**src/hdl/pic_pkg.sv**
```systemverilog
package pic_pkg;
  // source indices, highest priority first
  localparam int unsigned NUM_SRC      = 6;
  localparam int unsigned SRC_EXT_HIGH = 5;
  localparam int unsigned SRC_SERIAL   = 4;
  localparam int unsigned SRC_TMR1     = 3;
  localparam int unsigned SRC_TMR2     = 2;
  localparam int unsigned SRC_TICK     = 1;
  localparam int unsigned SRC_EXT_LOW  = 0;
  // mask field positions
  localparam int unsigned MASK_SERIAL  = 3;
  localparam int unsigned MASK_TMR1    = 2;
  localparam int unsigned MASK_SHARED  = 1;
  localparam int unsigned MASK_EXT_LOW = 0;
  // reset values
  localparam logic [3:0]  MASK_RST     = 4'h0;
  localparam logic [5:0]  LATCH_RST    = 6'h00;
  localparam logic        MIE_RST      = 1'b0;
  // vectors: highest source first, even addresses
  localparam logic [11:0] VEC_BASE     = 12'h002;
  localparam logic [11:0] VEC_STEP     = 12'h002;
  // acknowledge length in instruction cycles
  localparam int unsigned ACK_CYCLES   = 2;

  typedef enum logic [1:0] {
    PIC_IDLE,
    PIC_ACK1,
    PIC_ACK2
  } pic_state_t;
endpackage : pic_pkg

```
**src/hdl/pic_if.sv**
```systemverilog
`timescale 1ns/1ns
`default_nettype none
// carries the request vector between edge capture and controller
interface pic_req_if;
  logic [5:0] req;
  modport src (output req);
  modport dst (input req);
endinterface : pic_req_if
`default_nettype wire

```
**src/hdl/pic_edge.sv**
```systemverilog
`timescale 1ns/1ns
`default_nettype none
// falling edge detect for the two external pins
module pic_edge (
  // clock and reset
  input  wire logic sys_clk,
  input  wire logic rstn,
  // pins
  input  wire logic pin_in,
  // event
  output logic      fall
);
  import pic_pkg::*;

  typedef struct packed {
    logic prev;
  } pic_edge_st_t;

  pic_edge_st_t st_ff;
  pic_edge_st_t nxt_st;

  // track previous level, idle high
  always_comb begin
    nxt_st      = st_ff;
    nxt_st.prev = pin_in;
  end

  always_ff @(posedge sys_clk or negedge rstn) begin
    if (!rstn) begin
      st_ff <= '{prev: 1'b1};
    end else begin
      st_ff <= nxt_st;
    end
  end

  // falling edge detect
  assign fall = st_ff.prev & ~pin_in;

  // falling edge flagged
  property p_fall;
    @(posedge sys_clk) disable iff (!rstn)
      ($past(pin_in) && !pin_in) |-> fall;
  endproperty
  a_fall: assert property (p_fall) else $error("missed pin fall");
endmodule : pic_edge
`default_nettype wire

```
**src/hdl/pic_req.sv**
```systemverilog
`timescale 1ns/1ns
`default_nettype none
// gathers the six request events into one vector
module pic_req (
  // clock and reset
  input  wire logic sys_clk,
  input  wire logic rstn,
  // sources
  input  wire logic ext_irq_high,
  input  wire logic ext_irq_low,
  input  wire logic serial_irq,
  input  wire logic timer_one_overflow_irq,
  input  wire logic timer_two_overflow_irq,
  input  wire logic interval_tick_irq,
  // out
  pic_req_if.src    rq
);
  import pic_pkg::*;

  logic [1:0] ext_pins;
  logic [1:0] ext_fall;

  assign ext_pins = {ext_irq_high, ext_irq_low};

  // pin edge capture
  genvar g;
  generate
    for (g = 0; g < 2; g++) begin : g_pin
      pic_edge u_edge (
        .sys_clk (sys_clk),
        .rstn    (rstn),
        .pin_in  (ext_pins[g]),
        .fall    (ext_fall[g])
      );
    end
  endgenerate

  // internal sources are one-cycle pulses
  assign rq.req = {ext_fall[1], serial_irq, timer_one_overflow_irq,
                   timer_two_overflow_irq, interval_tick_irq, ext_fall[0]};
endmodule : pic_req
`default_nettype wire

```
**src/hdl/pic_ctrl.sv**
```systemverilog
`timescale 1ns/1ns
`default_nettype none
// Summary of operation
// six sources, each with pending latch
// fixed priority, high pin first
// even vectors 002 to 00c
// master enable gates all acceptance
// accept clears, return sets master enable
// software sets/clears master; resets zero
// four bit mask, high pin unmaskable
// mask bit 1 enables two sources
// mask accessed by swap; resets zero
// accepted latch cleared; all reset zero
// clear field: 0 clears, 1 holds
// instructions never set latches
// request held until accept or clear
// acknowledge takes two instruction cycles
// push, vector, flag, disable, clear
// return restores context, enables master
// only pc and flags saved
// nesting handled by service software
// pin latches set on falling edge
// request beats simultaneous clear
module pic_ctrl (
  // clock and reset
  input  wire logic        sys_clk,
  input  wire logic        rstn,
  // request sources
  input  wire logic        ext_irq_high,
  input  wire logic        ext_irq_low,
  input  wire logic        serial_irq,
  input  wire logic        timer_one_overflow_irq,
  input  wire logic        timer_two_overflow_irq,
  input  wire logic        interval_tick_irq,
  // sequencer: instruction boundary and ops
  input  wire logic        instr_end,
  input  wire logic        cycle_end,
  input  wire logic        enable_and_clear_latches,
  input  wire logic        disable_and_clear_latches,
  input  wire logic        clear_latches_only,
  input  wire logic [5:0]  latch_field,
  input  wire logic        swap_with_accumulator,
  input  wire logic [3:0]  acc_in,
  input  wire logic        return_from_irq,
  // sequencer answers
  output logic             irq_pending,
  output logic             ack_busy,
  output logic             push_ctx,
  output logic             restore_ctx,
  output logic             load_pc,
  output logic [11:0]      pc_vector,
  output logic             set_status_flag,
  output logic [3:0]       acc_out,
  // visible state
  output logic             master_irq_enable,
  output logic [3:0]       source_enable_mask,
  output logic [5:0]       pending_latch
);
  import pic_pkg::*;

  ////////////////////////////////////////////////////////////////////////////
  // state
  typedef struct packed {
    pic_state_t  state;
    logic        mie;
    logic [3:0]  mask;
    logic [5:0]  latch;
    logic [2:0]  sel;
    logic [11:0] vec;
    logic        push;
    logic        ld;
    logic        sf;
    logic        rst_ctx;
    logic [3:0]  acc;
  } pic_st_t;

  pic_st_t st_ff;
  pic_st_t nxt_st;

  pic_req_if rq ();

  ////////////////////////////////////////////////////////////////////////////
  // request capture
  pic_req u_req (
    .sys_clk                (sys_clk),
    .rstn                   (rstn),
    .ext_irq_high           (ext_irq_high),
    .ext_irq_low            (ext_irq_low),
    .serial_irq             (serial_irq),
    .timer_one_overflow_irq (timer_one_overflow_irq),
    .timer_two_overflow_irq (timer_two_overflow_irq),
    .interval_tick_irq      (interval_tick_irq),
    .rq                     (rq.src)
  );

  ////////////////////////////////////////////////////////////////////////////
  // helpers
  // per-source enable from the mask
  function automatic logic [5:0] src_enable(input logic [3:0] m);
    logic [5:0] e;
    e = 6'h00;
    // high pin always allowed
    e[SRC_EXT_HIGH] = 1'b1;
    e[SRC_SERIAL]   = m[MASK_SERIAL];
    e[SRC_TMR1]     = m[MASK_TMR1];
    // shared mask bit
    e[SRC_TMR2]     = m[MASK_SHARED];
    e[SRC_TICK]     = m[MASK_SHARED];
    e[SRC_EXT_LOW]  = m[MASK_EXT_LOW];
    return e;
  endfunction : src_enable

  // highest index wins
  function automatic logic [2:0] pick(input logic [5:0] r);
    logic [2:0] s;
    s = 3'h0;
    for (int i = 0; i < NUM_SRC; i++) begin
      if (r[i]) begin
        s = 3'(i);
      end
    end
    return s;
  endfunction : pick

  // vector from source index
  function automatic logic [11:0] vec_of(input logic [2:0] s);
    logic [2:0] rank;
    rank = 3'(SRC_EXT_HIGH) - s;
    return VEC_BASE + 12'(VEC_STEP * {9'h000, rank});
  endfunction : vec_of

  logic [5:0] eligible;
  logic       take;
  logic       sw_clear;

  // master gates, mask qualifies
  assign eligible = st_ff.latch & src_enable(st_ff.mask)
                  & {NUM_SRC{st_ff.mie}};
  // accept only at instruction end
  assign take     = (st_ff.state == PIC_IDLE) && instr_end
                  && (|eligible) && !return_from_irq;
  assign sw_clear = enable_and_clear_latches | disable_and_clear_latches
                  | clear_latches_only;

  ////////////////////////////////////////////////////////////////////////////
  // next state
  always_comb begin
    nxt_st         = st_ff;
    nxt_st.push    = 1'b0;
    nxt_st.ld      = 1'b0;
    nxt_st.sf      = 1'b0;
    nxt_st.rst_ctx = 1'b0;

    // zero field bit clears
    if (sw_clear) begin
      nxt_st.latch = nxt_st.latch & latch_field;
    end

    // software master control
    if (enable_and_clear_latches) begin
      nxt_st.mie = 1'b1;
    end else if (disable_and_clear_latches) begin
      nxt_st.mie = 1'b0;
    end

    // swap mask with accumulator
    if (swap_with_accumulator) begin
      nxt_st.acc  = st_ff.mask;
      nxt_st.mask = acc_in;
    end

    // return restores and enables
    if (return_from_irq && st_ff.state == PIC_IDLE) begin
      nxt_st.rst_ctx = 1'b1;
      nxt_st.mie     = 1'b1;
    end

    case (st_ff.state)
      PIC_IDLE: begin
        if (take) begin
          // push context first
          nxt_st.sel   = pick(eligible);
          nxt_st.push  = 1'b1;
          nxt_st.state = PIC_ACK1;
        end
      end
      PIC_ACK1: begin
        if (cycle_end) begin
          // vector, flag, disable, clear
          nxt_st.vec   = vec_of(st_ff.sel);
          nxt_st.ld    = 1'b1;
          nxt_st.sf    = 1'b1;
          // accept clears master
          nxt_st.mie   = 1'b0;
          // accepted latch cleared
          nxt_st.latch[st_ff.sel] = 1'b0;
          nxt_st.state = PIC_ACK2;
        end
      end
      PIC_ACK2: begin
        // second cycle ends acknowledge
        if (cycle_end) begin
          nxt_st.state = PIC_IDLE;
        end
      end
      default: begin
        nxt_st.state = PIC_IDLE;
      end
    endcase

    // only requests set, set wins
    nxt_st.latch = nxt_st.latch | rq.req;
  end

  ////////////////////////////////////////////////////////////////////////////
  // registers
  always_ff @(posedge sys_clk or negedge rstn) begin
    if (!rstn) begin
      // reset values
      st_ff <= '{state: PIC_IDLE, mie: MIE_RST, mask: MASK_RST,
                 latch: LATCH_RST, sel: 3'h0, vec: 12'h000, push: 1'b0,
                 ld: 1'b0, sf: 1'b0, rst_ctx: 1'b0, acc: 4'h0};
    end else begin
      st_ff <= nxt_st;
    end
  end

  ////////////////////////////////////////////////////////////////////////////
  // outputs
  // only pc and flags pushed
  assign push_ctx           = st_ff.push;
  assign restore_ctx        = st_ff.rst_ctx;
  assign load_pc            = st_ff.ld;
  assign pc_vector          = st_ff.vec;
  assign set_status_flag    = st_ff.sf;
  assign acc_out            = st_ff.acc;
  assign irq_pending        = |eligible;
  assign ack_busy           = st_ff.state != PIC_IDLE;
  assign master_irq_enable  = st_ff.mie;
  assign source_enable_mask = st_ff.mask;
  assign pending_latch      = st_ff.latch;

  ////////////////////////////////////////////////////////////////////////////
  // checks
  property p_gate;
    @(posedge sys_clk) disable iff (!rstn)
      !st_ff.mie |-> !take;
  endproperty
  a_gate: assert property (p_gate) else $error("accept while disabled");

  property p_mie_clr;
    @(posedge sys_clk) disable iff (!rstn)
      load_pc |-> !master_irq_enable;
  endproperty
  a_mie_clr: assert property (p_mie_clr) else $error("master not cleared");

  property p_return_from_irq;
    @(posedge sys_clk) disable iff (!rstn)
      (return_from_irq && !ack_busy) |=> (master_irq_enable && restore_ctx);
  endproperty
  a_return_from_irq: assert property (p_return_from_irq) else $error("return failed");

  property p_seq;
    @(posedge sys_clk) disable iff (!rstn)
      push_ctx |-> !load_pc ##[1:1000] load_pc;
  endproperty
  a_seq: assert property (p_seq) else $error("push not before vector");

  property p_vec;
    @(posedge sys_clk) disable iff (!rstn)
      load_pc |-> (pc_vector >= 12'h002 && pc_vector <= 12'h00c
                   && pc_vector[0] == 1'b0 && set_status_flag);
  endproperty
  a_vec: assert property (p_vec) else $error("bad vector");

  property p_prio;
    @(posedge sys_clk) disable iff (!rstn)
      (take && eligible[SRC_EXT_HIGH]) |=> (st_ff.sel == 3'h5);
  endproperty
  a_prio: assert property (p_prio) else $error("priority wrong");

  property p_hold;
    @(posedge sys_clk) disable iff (!rstn)
      (pending_latch[SRC_TMR1] && !sw_clear && !load_pc && !ack_busy)
        |=> pending_latch[SRC_TMR1];
  endproperty
  a_hold: assert property (p_hold) else $error("latch dropped");

  property p_win;
    @(posedge sys_clk) disable iff (!rstn)
      (serial_irq && sw_clear && !latch_field[SRC_SERIAL])
        |=> pending_latch[SRC_SERIAL];
  endproperty
  a_win: assert property (p_win) else $error("clear beat request");

  property p_swap;
    @(posedge sys_clk) disable iff (!rstn)
      swap_with_accumulator |=> (acc_out == $past(source_enable_mask)
                                 && source_enable_mask == $past(acc_in));
  endproperty
  a_swap: assert property (p_swap) else $error("swap wrong");

  property p_shared;
    @(posedge sys_clk) disable iff (!rstn)
      (!source_enable_mask[1]) |-> !eligible[SRC_TMR2] && !eligible[SRC_TICK];
  endproperty
  a_shared: assert property (p_shared) else $error("shared bit leak");

  // push only in the first acknowledge cycle
  property p_push_busy;
    @(posedge sys_clk) disable iff (!rstn)
      push_ctx |-> (st_ff.state == PIC_ACK1);
  endproperty
  a_push_busy: assert property (p_push_busy) else $error("stray push");

  // vector load lands in the second cycle
  property p_load_busy;
    @(posedge sys_clk) disable iff (!rstn)
      load_pc |-> (st_ff.state == PIC_ACK2);
  endproperty
  a_load_busy: assert property (p_load_busy) else $error("stray load");

  // second cycle end closes acknowledge
  property p_ack_end;
    @(posedge sys_clk) disable iff (!rstn)
      (st_ff.state == PIC_ACK2 && cycle_end) |=> !ack_busy;
  endproperty
  a_ack_end: assert property (p_ack_end) else $error("ack overran");

  // accepted latch drops unless re-requested
  property p_clr_acc;
    @(posedge sys_clk) disable iff (!rstn)
      (st_ff.state == PIC_ACK1 && cycle_end && !rq.req[st_ff.sel])
        |=> !pending_latch[st_ff.sel];
  endproperty
  a_clr_acc: assert property (p_clr_acc) else $error("latch kept");

  // software enable sets master outside accept
  property p_sw_set;
    @(posedge sys_clk) disable iff (!rstn)
      (enable_and_clear_latches && !(st_ff.state == PIC_ACK1 && cycle_end))
        |=> master_irq_enable;
  endproperty
  a_sw_set: assert property (p_sw_set) else $error("enable lost");

  // a latch never rises without its request
  property p_no_set;
    @(posedge sys_clk) disable iff (!rstn)
      (!pending_latch[SRC_SERIAL] && !serial_irq)
        |=> !pending_latch[SRC_SERIAL];
  endproperty
  a_no_set: assert property (p_no_set) else $error("latch set alone");

  // masked source never eligible
  property p_mask_gate;
    @(posedge sys_clk) disable iff (!rstn)
      !source_enable_mask[MASK_SERIAL] |-> !eligible[SRC_SERIAL];
  endproperty
  a_mask_gate: assert property (p_mask_gate) else $error("mask leak");
endmodule : pic_ctrl
`default_nettype wire

```
**config.mk**
```make
export PLATFORM = sky130hd
export DESIGN_NAME = pic_ctrl
export DESIGN_NICKNAME = d
export VERILOG_FILES = /design/src/hdl/pic_pkg.sv /design/src/hdl/pic_if.sv /design/src/hdl/pic_edge.sv /design/src/hdl/pic_req.sv /design/src/hdl/pic_ctrl.sv
export SDC_FILE = /design/constraint.sdc
export NUM_CORES = 1
export LEC_CHECK = 0
export BUFFER_PORTS_ARGS = -buffer_cell sky130_fd_sc_hd__buf_2
export CAP_MARGIN = 15
export CORE_ASPECT_RATIO = 1.75
export CORE_MARGIN = 3
export CORE_UTILIZATION = 50
export DETAILED_ROUTE_END_ITERATION = 16
export PLACE_DENSITY = 0.8
export SETUP_SLACK_MARGIN = 0.2
export SLEW_MARGIN = 20
export SYNTH_ARGS = -nofsm -noshare
export SYNTH_HDL_FRONTEND = slang
export SYNTH_SLANG_ARGS = --single-unit
```
**constraint.sdc**
```tcl
create_clock -name sys_clk -period 3.1 [get_ports sys_clk]
set_input_delay 0.62 -clock sys_clk [delete_from_list [all_inputs] [get_ports sys_clk]]
set_output_delay 0.62 -clock sys_clk [all_outputs]
set_load 0.01 [all_outputs]
```
**Word level (Yosys, flattened, before mapping)**

Cells that the tools add are included.

- Add/sub/neg operators: 2
- $mul: 0
- Div/mod/pow operators: 0
- Magnitude comparators: 2
- Eq/ne operators: 5
- Shift-type cells: 0
- Mux-type cells: 23
- Bitwise gates (word level): 12
- Reduce and logical (&&, ||, !) cells: 12

Operator list:

| kind | count |
|---|---|
| 6-bit AND | 4 |
| 6-bit two-way mux | 3 |
| 3-bit two-way mux | 5 |
| 1-bit two-way mux | 9 |
| 2-bit two-way mux | 4 |
| 2-bit != test (second input constant) | 3 |
| 6-bit inverter | 1 |
| 6-bit bitwise OR | 1 |
| 2-bit one-hot mux with 3 select lines | 1 |
| 6-bit OR reduction | 1 |
| 2-bit by 4-bit adder with 5-bit output (first input constant) | 1 |
| 1-bit logical AND | 5 |
| 3-bit by 4-bit < comparator with 1-bit output (second input constant) | 1 |
| 2-bit AND reduction | 2 |
| 1-bit demux with 3-bit select | 1 |
| 3-bit by 1-bit >= comparator with 1-bit output (second input constant) | 1 |
| 3-bit AND reduction | 1 |
| 3-bit subtractor (first input constant) | 1 |
| 1-bit AND | 2 |
| 2-bit by 1-bit equality test with 1-bit output (second input constant) | 1 |
| 2-bit equality test (second input constant) | 1 |
| 2-bit zero test | 1 |
| 1-bit inverter | 2 |
| 1-bit bitwise OR | 2 |
| 2 further kinds | 2 |

- Flip-flop bits (word level): 38
- Latch bits: 0
- Memory bits (writable): 0
- ROM bits: 0
- Word-level logic and storage cells: 69
- Memories kept: 0

**Depth between registers and ports, before layout**

Gate-level depths: netlist of run 1.

- Depth after elaboration: 9
- Mapped depth: 5

**Cells and area by module**

From an unflattened synthesis of run 1, not the netlist that was laid out.

- Cells, all modules: 142
- Area, all modules: 1557.7 µm²

Modules (own cells, without submodules):

| module | instances | cells each | area an instance (µm²) | sequential area each (µm²) |
|---|---|---|---|---|
| pic_ctrl | 1 | 134 | 1447.6 | 675.6 |
| pic_edge | 2 | 2 | 40.0 | 26.3 |
| pic_req | 1 | 4 | 30.0 | 0.0 |

**Least setup slack after synthesis of run 1**

No wires, ideal clock.

- Kind: register to output
- Start: register st_ff (netlist bit pending_latch[4])
- End: output irq_pending
- Arrival: 0.971 ns
- Required time: 2.480 ns
- Path slack: 1.509 ns
- Cell stages (with the launch flop): 4
- Path buffers: 0
- Path through: dfrtp_1 -> a21oi_2 -> nand4_1 -> and2_1

- Longest elaborated chain between the ends: 3

Ends and longest elaborated chain:

| element | line | text |
|---|---|---|
| start: declaration | pic_ctrl.sv:77 | `pic_st_t st_ff;` |
| start signal: assignment | pic_ctrl.sv:220 | `st_ff <= '{state: PIC_IDLE, mie: MIE_RST, mask: MASK_RST,` |
| start signal: assignment | pic_ctrl.sv:224 | `st_ff <= nxt_st;` |
| 6-bit AND | pic_ctrl.sv:137 | `assign eligible = st_ff.latch & src_enable(st_ff.mask)` |
| 6-bit AND | pic_ctrl.sv:138 | `& {NUM_SRC{st_ff.mie}};` |
| 6-bit OR reduction | pic_ctrl.sv:237 | `assign irq_pending = \|eligible;` |
| end: declaration | pic_ctrl.sv:46 | `output logic irq_pending,` |

Every way passes these cells.

**Worst setup path in the final report of run 1**

- Start: register st_ff (netlist bit source_enable_mask[3])
- End: output irq_pending

The elaborated chain is that of the path after synthesis.

==> results by group, run 1 <==
Logic synthesis
  • Post-Synth XOR/XNOR Area: 0.00580
  • Mapped cell area: 1510 sq um
  • Synth async-reset ratio: 1.00
  • Seq/Total Area, Yosys: 0.483
  • Synth Area per Inst: 11.0 sq um
  • Largest cells by area after synthesis: dfrtp_1 45%, buf_4 13%, mux2_2 6.0%
  • Yosys warns: 0
  • Compound-Gate Fraction of Synth Area: 0.103
  • Simple-gate portion of the synthesized area: 0.133
  • Largest family of logic cells by synthesized area: buffers and inverters
  • Synth area leader: dfrtp_1
  • Post-synth EDFFs: 0
  • Synth cell types: 35
  • Post-synth top cells: 27 x buf_4, 27 x dfrtp_1, 13 x o21ai_0, 11 x nand2_1
  • #FFs+latches synth: 29
  • Post-synthesis mux area share: 0.0663
  • Synth Area in Adders: 0.0415
  • Mapped Cells: 137
  • Synth top area share: 0.448
  • Ys flop type: dfrtp_1

Placed design
  • Buffers on Ports: 49
  • HPWL Detailed: 2370 microns
  • Post-Place Worst Slack: 1.31 ns
  • GP Congestion: 0.758

Global route
  • Largest net degree at the start of global routing: 30
  • First-pass GRT wire length: 4950 microns
  • Vias in the first global route: 1131
  • Gr ovfl total: 0
  • Initial antenna violation count: 0
  • Gr usage total: 0.187

Clocking
  • Clock root buffer: clkbuf_8
  • Setup Buffers After CTS: 0
  • Post-CTS Hold Fix Bufs: 0
  • H-tree Lvls: 2
  • Clk_lat worst skew: 0.28 ns
  • CTS tree: done
  • Cts bufs inserted: 5
  • Sink Count: 29
  • Deepest clock path buffer count: 2
  • Post-CTS Resized: 0
  • Clock transition at the registers of the reported paths: 0.07 ns

STA
  • Final Critical Period: 2.09 ns
  • Hold slack final: 0.363 ns
  • Fmax: 480 MHz
  • Slew headroom: 0.569
  • Sum of negative setup slack: 0 ns
  • Tcrit/Tclk final: 0.673
  • # setup viols final: 0
  • RSZ-0062 raised after global routing: false
  • Final worst slack: 1.01 ns
  • Final Hold Viols: 0
  • Clk_skew: 0.00510 ns
  • Worst-margin pin slew: 0.646 ns
  • Final Max Slew Viols: 0

Floorplanning
  • Core Footprint: 2780 sq um
  • Die area: 3740 sq um
  • # IOs: 58
  • Initial Util: 0.542
  • Die width: 47.5 microns
  • Die Ht: 78.7 microns
  • Row cnt: 25

Routing
  • Initial DRC Count: 14
  • Drt wl/cell: 15.0 microns
  • DR pass1 iterations: 4
  • Final Routed Wirelength: 2990 microns
  • Vias per inst: 5.19
  • Antenna Nets Post-Route: 0
  • DRC viols: 0
  • Via count: 1033

Setup path
  • R2R Path End: pending_latch[5]
  • Critical path's top delay family: flip-flops
  • Crit-path max cell delay: 0.42 ns
  • Critical path class: reg2out
  • CP max FO: 5
  • Req. time, crit path: 2.48 ns
  • Worst Setup Start Kind: flop
  • Slowest cell on the critical path: dfrtp_1
  • R2r worst-path depth: 5
  • Crit end category: output pin
  • R2R setup slack: 1.72 ns
  • Worst Path Buf+Inv: 1
  • Reg2reg start: st_ff[35]
  • Crit-path cells: a21oi_2 -> nand4_1 -> and2_1 -> buf_2
  • CP arrival: 1.47 ns

Pwr
  • Cell Pwr Density: 699 nW/um^2
  • Final total power: 1.17 mW
  • Leak: 0.903 nW
  • Peak VDD IR: 483 uV

Final layout
  • Ant. Diodes: 0
  • Proportion of layout cells with a drive suffix above 1: 0.430
  • Final Core Density: 0.603
  • FILL cells: 245
  • Sequential Area: 728 sq um
  • Net count reported at finish: 201
  • Area of the multi-input gates: 558 sq um
  • Synth-to-Final Area Change: 11.2%

Worst hold path
  • Hold Path Class: in2async

Flow run
  • Number of max-cap violations: 0

Outcome
  • Outcome: finished clean
cell usage in the layout, fill, tap and decap left out, types with 2 or more instances in the layout:
cell type	count
conb_1	8
buf_2	49
o21ai_0	13
nand2b_1	2
clkinv_2	2
inv_1	8
clkbuf_8	5
mux2_2	8
a31oi_1	3
ha_1	5
dfstp_2	2
dfrtp_1	27
and2_1	2
a21oi_1	3
nand2_1	11
or2_1	4
worst max path at each step:
stage / depth (start not counted) / slack (ns) / end / start
2_1_floorplan: 3 / 1.51 / irq_pending / pending_latch[4]
3_3_place_gp: 4 / 1.32 / irq_pending / source_enable_mask[3]
3_5_place_dp: 4 / 1.31 / irq_pending / source_enable_mask[2]
4_1_cts: 4 / 1.01 / irq_pending / source_enable_mask[2]
5_1_grt: 4 / 0.93 / irq_pending / source_enable_mask[3]
6_report: 4 / 1.01 / irq_pending / source_enable_mask[3]
sequential cells by signal, indices dropped and copies added, names as in the netlist:
name / count
pending_latch: 6
st_ff: 5
acc_out: 4
pc_vector: 4
source_enable_mask: 4
u_req.g_pin.u_edge.st_ff: 2
load_pc: 1
master_irq_enable: 1
push_ctx: 1
restore_ctx: 1
layout make-up:
type / count / area share
Clock buffer: 6 / 0.0433
Clock inverter: 2 / 0.00597
Inverter: 8 / 0.0179
Multi-Input combinational cell: 78 / 0.333
Sequential cell: 29 / 0.434
Tap cell: 27 / 0.0201
Timing Repair Buffer: 49 / 0.146
per-layer routing:
metal  track usage  up-vias  routed length, microns
met2         0.341       42                    1730
met4        0.0582        0                      46
met5             0        -                       0
li1              -      490                       -
met3        0.0642        6                     206
met1         0.181      495                    1010
cells by family after synthesis:
| kind of cell | after synthesis |
|---|---|
| AOI/OAI and AO/OA | 26 |
| xor gates and xnor gates | 1 |
| adders and majority gates | 5 |
| buffers and inverters | 37 |
| DFF | 29 |
| muxes | 9 |
| other | 1 |
| and+or+nand+nor | 29 |
power breakdown:
part           total [mW]  internal, mW  switching, mW
Clock               0.297         0.155          0.142
Combinational       0.340         0.153          0.187
Sequential          0.535         0.459         0.0761
through the flow:
| stage | cell area (sq um) | cells |
|---|---|---|
| after global routing | 1680 | 199 |
| after CTS | 1680 | 199 |
| final | 1680 | 199 |
| after floorplan | 1540 | 144 |
| after detailed placement | 1600 | 191 |
| after global placement | 1600 | 191 |
Note: power is estimated with default switching activity, not from simulation.
==> run 2: changes to the inputs <==
--- a/config.mk
+++ b/config.mk
@@ -9,9 +9,9 @@
 export CAP_MARGIN = 15
 export CORE_ASPECT_RATIO = 1.75
 export CORE_MARGIN = 3
-export CORE_UTILIZATION = 50
+export CORE_UTILIZATION = 43
 export DETAILED_ROUTE_END_ITERATION = 16
-export PLACE_DENSITY = 0.8
+export PLACE_DENSITY = 0.73
 export SETUP_SLACK_MARGIN = 0.2
 export SLEW_MARGIN = 20
 export SYNTH_ARGS = -nofsm -noshare
==> constraint.sdc (replaced) <==
create_clock -name sys_clk -period 1.71 [get_ports sys_clk]
set_input_delay 0.342 -clock sys_clk [delete_from_list [all_inputs] [get_ports sys_clk]]
set_output_delay 0.342 -clock sys_clk [all_outputs]
set_load 0.01 [all_outputs]
==> results by group, run 2 (synthesized netlist as in run 1, its figures left out) <==
Final layout
  • Proportion of layout cells with a drive suffix above 1: 0.458
  • Max reg flops: 6
  • Layout Cells excl Fill: 220
  • Synth-to-Final Area Change: 16.6%
  • Finished Cell Area: 1760 sq um
  • Sequential Area: 728 sq um
  • Ant. Diodes: 0
  • Most common cell after layout, fill and taps aside: buf_2
  • Final Core Density: 0.542
  • Area of the multi-input gates: 563 sq um
  • Net count reported at finish: 206
  • Most frequent cells in the layout: 49 x buf_2, 27 x dfrtp_1, 13 x o21ai_0, 11 x nand2_1
  • FILL cells: 306

Setup path
  • CP arrival: 1.33 ns
  • R2R Path End: pending_latch[5]
  • Critical path class: reg2out
  • Req. time, crit path: 1.37 ns
  • Crit-path max cell delay: 0.40 ns
  • Critical path launch point: source_enable_mask[2]
  • Crit-path cells: a22oi_2 -> nand4_1 -> and2_1 -> buf_2
  • CP max FO: 2
  • R2r worst-path depth: 5
  • Crit end category: output pin
  • Worst Setup Start Kind: flop
  • Slowest cell on the critical path: dfrtp_1
  • R2R setup slack: 0.38 ns
  • Reg2reg start: st_ff[35]

Clocking
  • Clk_lat worst skew: 0.27 ns
  • Clock root buffer: clkbuf_8
  • H-tree Lvls: 2
  • Cts bufs inserted: 5
  • Deepest clock path buffer count: 2
  • Post-CTS Hold Fix Bufs: 0
  • Clock transition at the registers of the reported paths: 0.06 ns
  • CTS tree: done
  • Sink Count: 29

Worst hold path
  • Hold Path Class: in2async

Placed design
  • Buffers on Ports: 49
  • Dpl cell area: 1620 sq um
  • HPWL Detailed: 2500 microns
  • Placed cells: 208
  • GP Congestion: 0.837
  • Post-Place Worst Slack: 0.189 ns

STA
  • # setup viols final: 0
  • Final Hold Viols: 0
  • Final worst slack: 0.0398 ns
  • Clk_skew: 0.00436 ns
  • Fmax: 599 MHz
  • Worst-margin pin slew: 0.630 ns
  • Tcrit/Tclk final: 0.977
  • Sum of negative setup slack: 0 ns
  • Final Critical Period: 1.67 ns
  • RSZ-0062 raised after global routing: true
  • Slew headroom: 0.580
  • Hold slack final: 0.0857 ns
  • Final Max Slew Viols: 0

Floorplanning
  • Row cnt: 27
  • Die Ht: 84.4 microns
  • Initial Util: 0.465
  • # IOs: 58
  • Die width: 50.8 microns
  • Die area: 4280 sq um
  • Core Footprint: 3240 sq um

Pwr
  • Cell Pwr Density: 1250 nW/um^2
  • Leak: 0.936 nW
  • Peak VDD IR: 476 uV
  • Final total power: 2.21 mW

Global route
  • First-pass GRT wire length: 5020 microns
  • Initial antenna violation count: 0
  • Gr ovfl total: 0
  • Largest net degree at the start of global routing: 30
  • Vias in the first global route: 1128
  • Gr usage total: 0.156

Routing
  • Via count: 1044
  • Final Routed Wirelength: 3100 microns
  • DR pass1 iterations: 4
  • Vias per inst: 4.75
  • Initial DRC Count: 12
  • Drt wl/cell: 14.1 microns
  • Antenna Nets Post-Route: 0
  • DRC viols: 0

Outcome
  • Outcome: finished clean

Flow run
  • Number of max-cap violations: 0
run 2: cell count changes in the layout (fill, tap and decap cells not counted):
cell,delta
a22oi_1,-1
clkinv_2,-1
clkbuf_1,-1
buf_4,+5
a22oi_2,+1
clkbuf_8,+2
run 2: worst max-delay path by stage:
stage | end | slack (ns) | depth (start not counted)
2_1_floorplan | irq_pending | 0.40 | 3
3_3_place_gp | irq_pending | 0.22 | 4
3_5_place_dp | irq_pending | 0.19 | 4
4_1_cts | irq_pending | -0.04 | 4
5_1_grt | irq_pending | -0.05 | 4
6_report | irq_pending | 0.04 | 4
run 2: layout make-up:
cell class,count,share of cell area
clock buffer,7,0.0548
clock inverter,1,0.00284
inverter,8,0.0171
multi-input combinational,78,0.320
sequential,29,0.414
tap,43,0.0306
timing repair buffer,54,0.161
run 2: power breakdown:
group | total [mW] | internal, mW | leakage (nW) | switching [mW]
clock | 0.605 | 0.363 | 0.0542 | 0.242
sequential | 0.963 | 0.833 | 0.345 | 0.131
combinational | 0.637 | 0.290 | 0.537 | 0.347
total | 2.21 | 1.49 | 0.936 | 0.720
run 2: timing repair:
action / in CTS / in global routing
buffers inserted: 3 / 1
pin swaps: 4 / 2
resized for setup: 1 / 0
endpoints found under the setup margin: 1 / 1
run 2: critical path: cells and delay by family (launching register included):
family,cells,cell delay [ns]
AND/OR/NAND/NOR,2,0.33
buffers and inverters,1,0.13
AO/OA/AOI/OAI,1,0.20
flip-flops,1,0.40
run 2: per-layer routing:
layer,part of all wire,global-route usage,up-vias
li1,-,-,498
met1,0.33,0.126,510
met2,0.61,0.310,29
met3,0.045,0.0444,7
met4,0.015,0.0858,0
met5,0,0,-
==> run 3: changes to the inputs <==
--- a/config.mk
+++ b/config.mk
@@ -11,7 +11,7 @@
 export CORE_MARGIN = 3
 export CORE_UTILIZATION = 43
 export DETAILED_ROUTE_END_ITERATION = 16
-export PLACE_DENSITY = 0.73
+export PLACE_DENSITY = 0.78
 export SETUP_SLACK_MARGIN = 0.2
 export SLEW_MARGIN = 20
 export SYNTH_ARGS = -nofsm -noshare
==> results by group, run 3 (synthesized netlist as in run 1, its figures left out) <==
Final layout
  • Most frequent cells in the layout: 49 x buf_2, 27 x dfrtp_1, 13 x o21ai_0, 11 x nand2_1
  • Finished Cell Area: 1760 sq um
  • Ant. Diodes: 0
  • Area of the multi-input gates: 563 sq um
  • Max reg flops: 6
  • FILL cells: 313
  • Proportion of layout cells with a drive suffix above 1: 0.458
  • Synth-to-Final Area Change: 16.8%
  • Sequential Area: 728 sq um
  • Net count reported at finish: 208
  • Most common cell after layout, fill and taps aside: buf_2

STA
  • RSZ-0062 raised after global routing: true
  • Final Max Slew Viols: 0
  • Tcrit/Tclk final: 0.980
  • Sum of negative setup slack: 0 ns
  • Clk_skew: 0.00415 ns
  • Final Hold Viols: 0
  • Hold slack final: 0.0803 ns
  • Fmax: 597 MHz
  • Slew headroom: 0.581
  • # setup viols final: 0
  • Final Critical Period: 1.68 ns
  • Worst-margin pin slew: 0.629 ns

Setup path
  • CP arrival: 1.33 ns
  • Worst Setup Start Kind: flop
  • Slowest cell on the critical path: dfrtp_1
  • Req. time, crit path: 1.37 ns
  • Crit end category: output pin
  • Critical path class: reg2out
  • CP max FO: 4
  • Crit-path cells: a21oi_2 -> nand4_1 -> and2_1 -> buf_2
  • Crit-path max cell delay: 0.41 ns

Clocking
  • Sink Count: 29
  • Clock root buffer: clkbuf_8
  • CTS tree: done
  • Post-CTS Hold Fix Bufs: 0
  • Clk_lat worst skew: 0.28 ns
  • Clock transition at the registers of the reported paths: 0.06 ns
  • Cts bufs inserted: 5
  • Deepest clock path buffer count: 2
  • H-tree Lvls: 2

Placed design
  • GP Congestion: 0.815
  • Dpl cell area: 1620 sq um
  • Buffers on Ports: 49
  • HPWL Detailed: 2300 microns

Floorplanning
  • Die area: 4280 sq um
  • # IOs: 58
  • Die width: 50.8 microns
  • Core Footprint: 3240 sq um
  • Die Ht: 84.4 microns
  • Initial Util: 0.465
  • Row cnt: 27

Pwr
  • Cell Pwr Density: 1230 nW/um^2
  • Leak: 0.934 nW
  • Peak VDD IR: 594 uV

Global route
  • Initial antenna violation count: 0
  • Gr usage total: 0.151
  • Met1 Use GR: 0.152
  • Largest net degree at the start of global routing: 30
  • Met2 usage: 0.271
  • Most crowded layer after global routing: met2
  • Gr ovfl total: 0
  • First-pass GRT wire length: 4850 microns
  • Vias in the first global route: 1081
  • Met3 Use GR: 0.0480

Routing
  • Initial DRC Count: 8
  • Via count: 1032
  • Antenna Nets Post-Route: 0
  • Final Routed Wirelength: 2900 microns
  • DR pass1 iterations: 3
  • Drt wl/cell: 13.1 microns
  • Vias per inst: 4.65
  • DRC viols: 0

Outcome
  • Outcome: finished clean

Worst hold path
  • Hold Path Class: in2async

Flow run
  • Number of max-cap violations: 0
## run 3: changes by cell type in the layout (fill, tap and decap cells not counted)
cell,delta
clkbuf_1,+2
clkbuf_8,-1
clkinv_2,-1
inv_2,+1
buf_4,+2
inv_1,-1
## run 3: path summary, 6_finish.rpt
kind | from | end | slack [ns] | cells past startpoint
max | source_enable_mask[3] | irq_pending | 0.03 | 4
min | rstn | load_pc | 0.08 | 1
max reg2reg | source_enable_mask[3] | st_ff[20] | 0.34 | 6
min reg2reg | pc_vector[1] | pc_vector[1] | 0.47 | 2
max in group asynchronous | rstn | source_enable_mask[0] | 1.22 | 1
min in group sys_clk | ext_irq_high | u_req.g_pin[1].u_edge.st_ff | 0.17 | 1
## run 3: per-stage QoR
step	utilization	worst slack (ns)	std cells	power, mW
floorplan	-	0.397	144	1.47
global placement	0.500	0.212	208	1.59
detailed placement	0.500	0.209	208	1.60
CTS	0.532	0.00757	217	2.18
global route	0.544	-0.0586	222	2.32
finish	0.544	0.0348	222	2.17
## run 3: timing repair
| action | in CTS | in global routing |
|---|---|---|
| pin swaps | 1 | 3 |
| setup buffers | 1 | 5 |
| endpoints found under the setup margin | 1 | 2 |
| endpoints found under the hold margin | 0 | 0 |
| gates resized for setup | 1 | 1 |
## run 3: where the power goes
part | switching (mW) | internal, mW
Combinational | 0.335 | 0.295
Sequential | 0.135 | 0.833
Clock | 0.241 | 0.327
## run 3: worst max-delay path, delay by kind of cell (launching register included)
| family | cells | cell delay, ns |
|---|---|---|
| DFF | 1 | 0.41 |
| and+or+nand+nor | 2 | 0.33 |
| AOI/OAI and AO/OA | 1 | 0.18 |
| buffers and inverters | 1 | 0.13 |
## run 3: final cells by class
class                      instances  area share
clock buffer                       8      0.0511
inverter                           8      0.0170
multi-input combinational         78       0.319
sequential                        29       0.413
tap                               43      0.0305
timing repair buffer              56       0.169
## run 3: layer usage
metal | up-vias | share of wire
li1 | 503 | -
met1 | 482 | 0.35
met2 | 40 | 0.54
met3 | 7 | 0.084
met4 | 0 | 0.029
met5 | - | 0
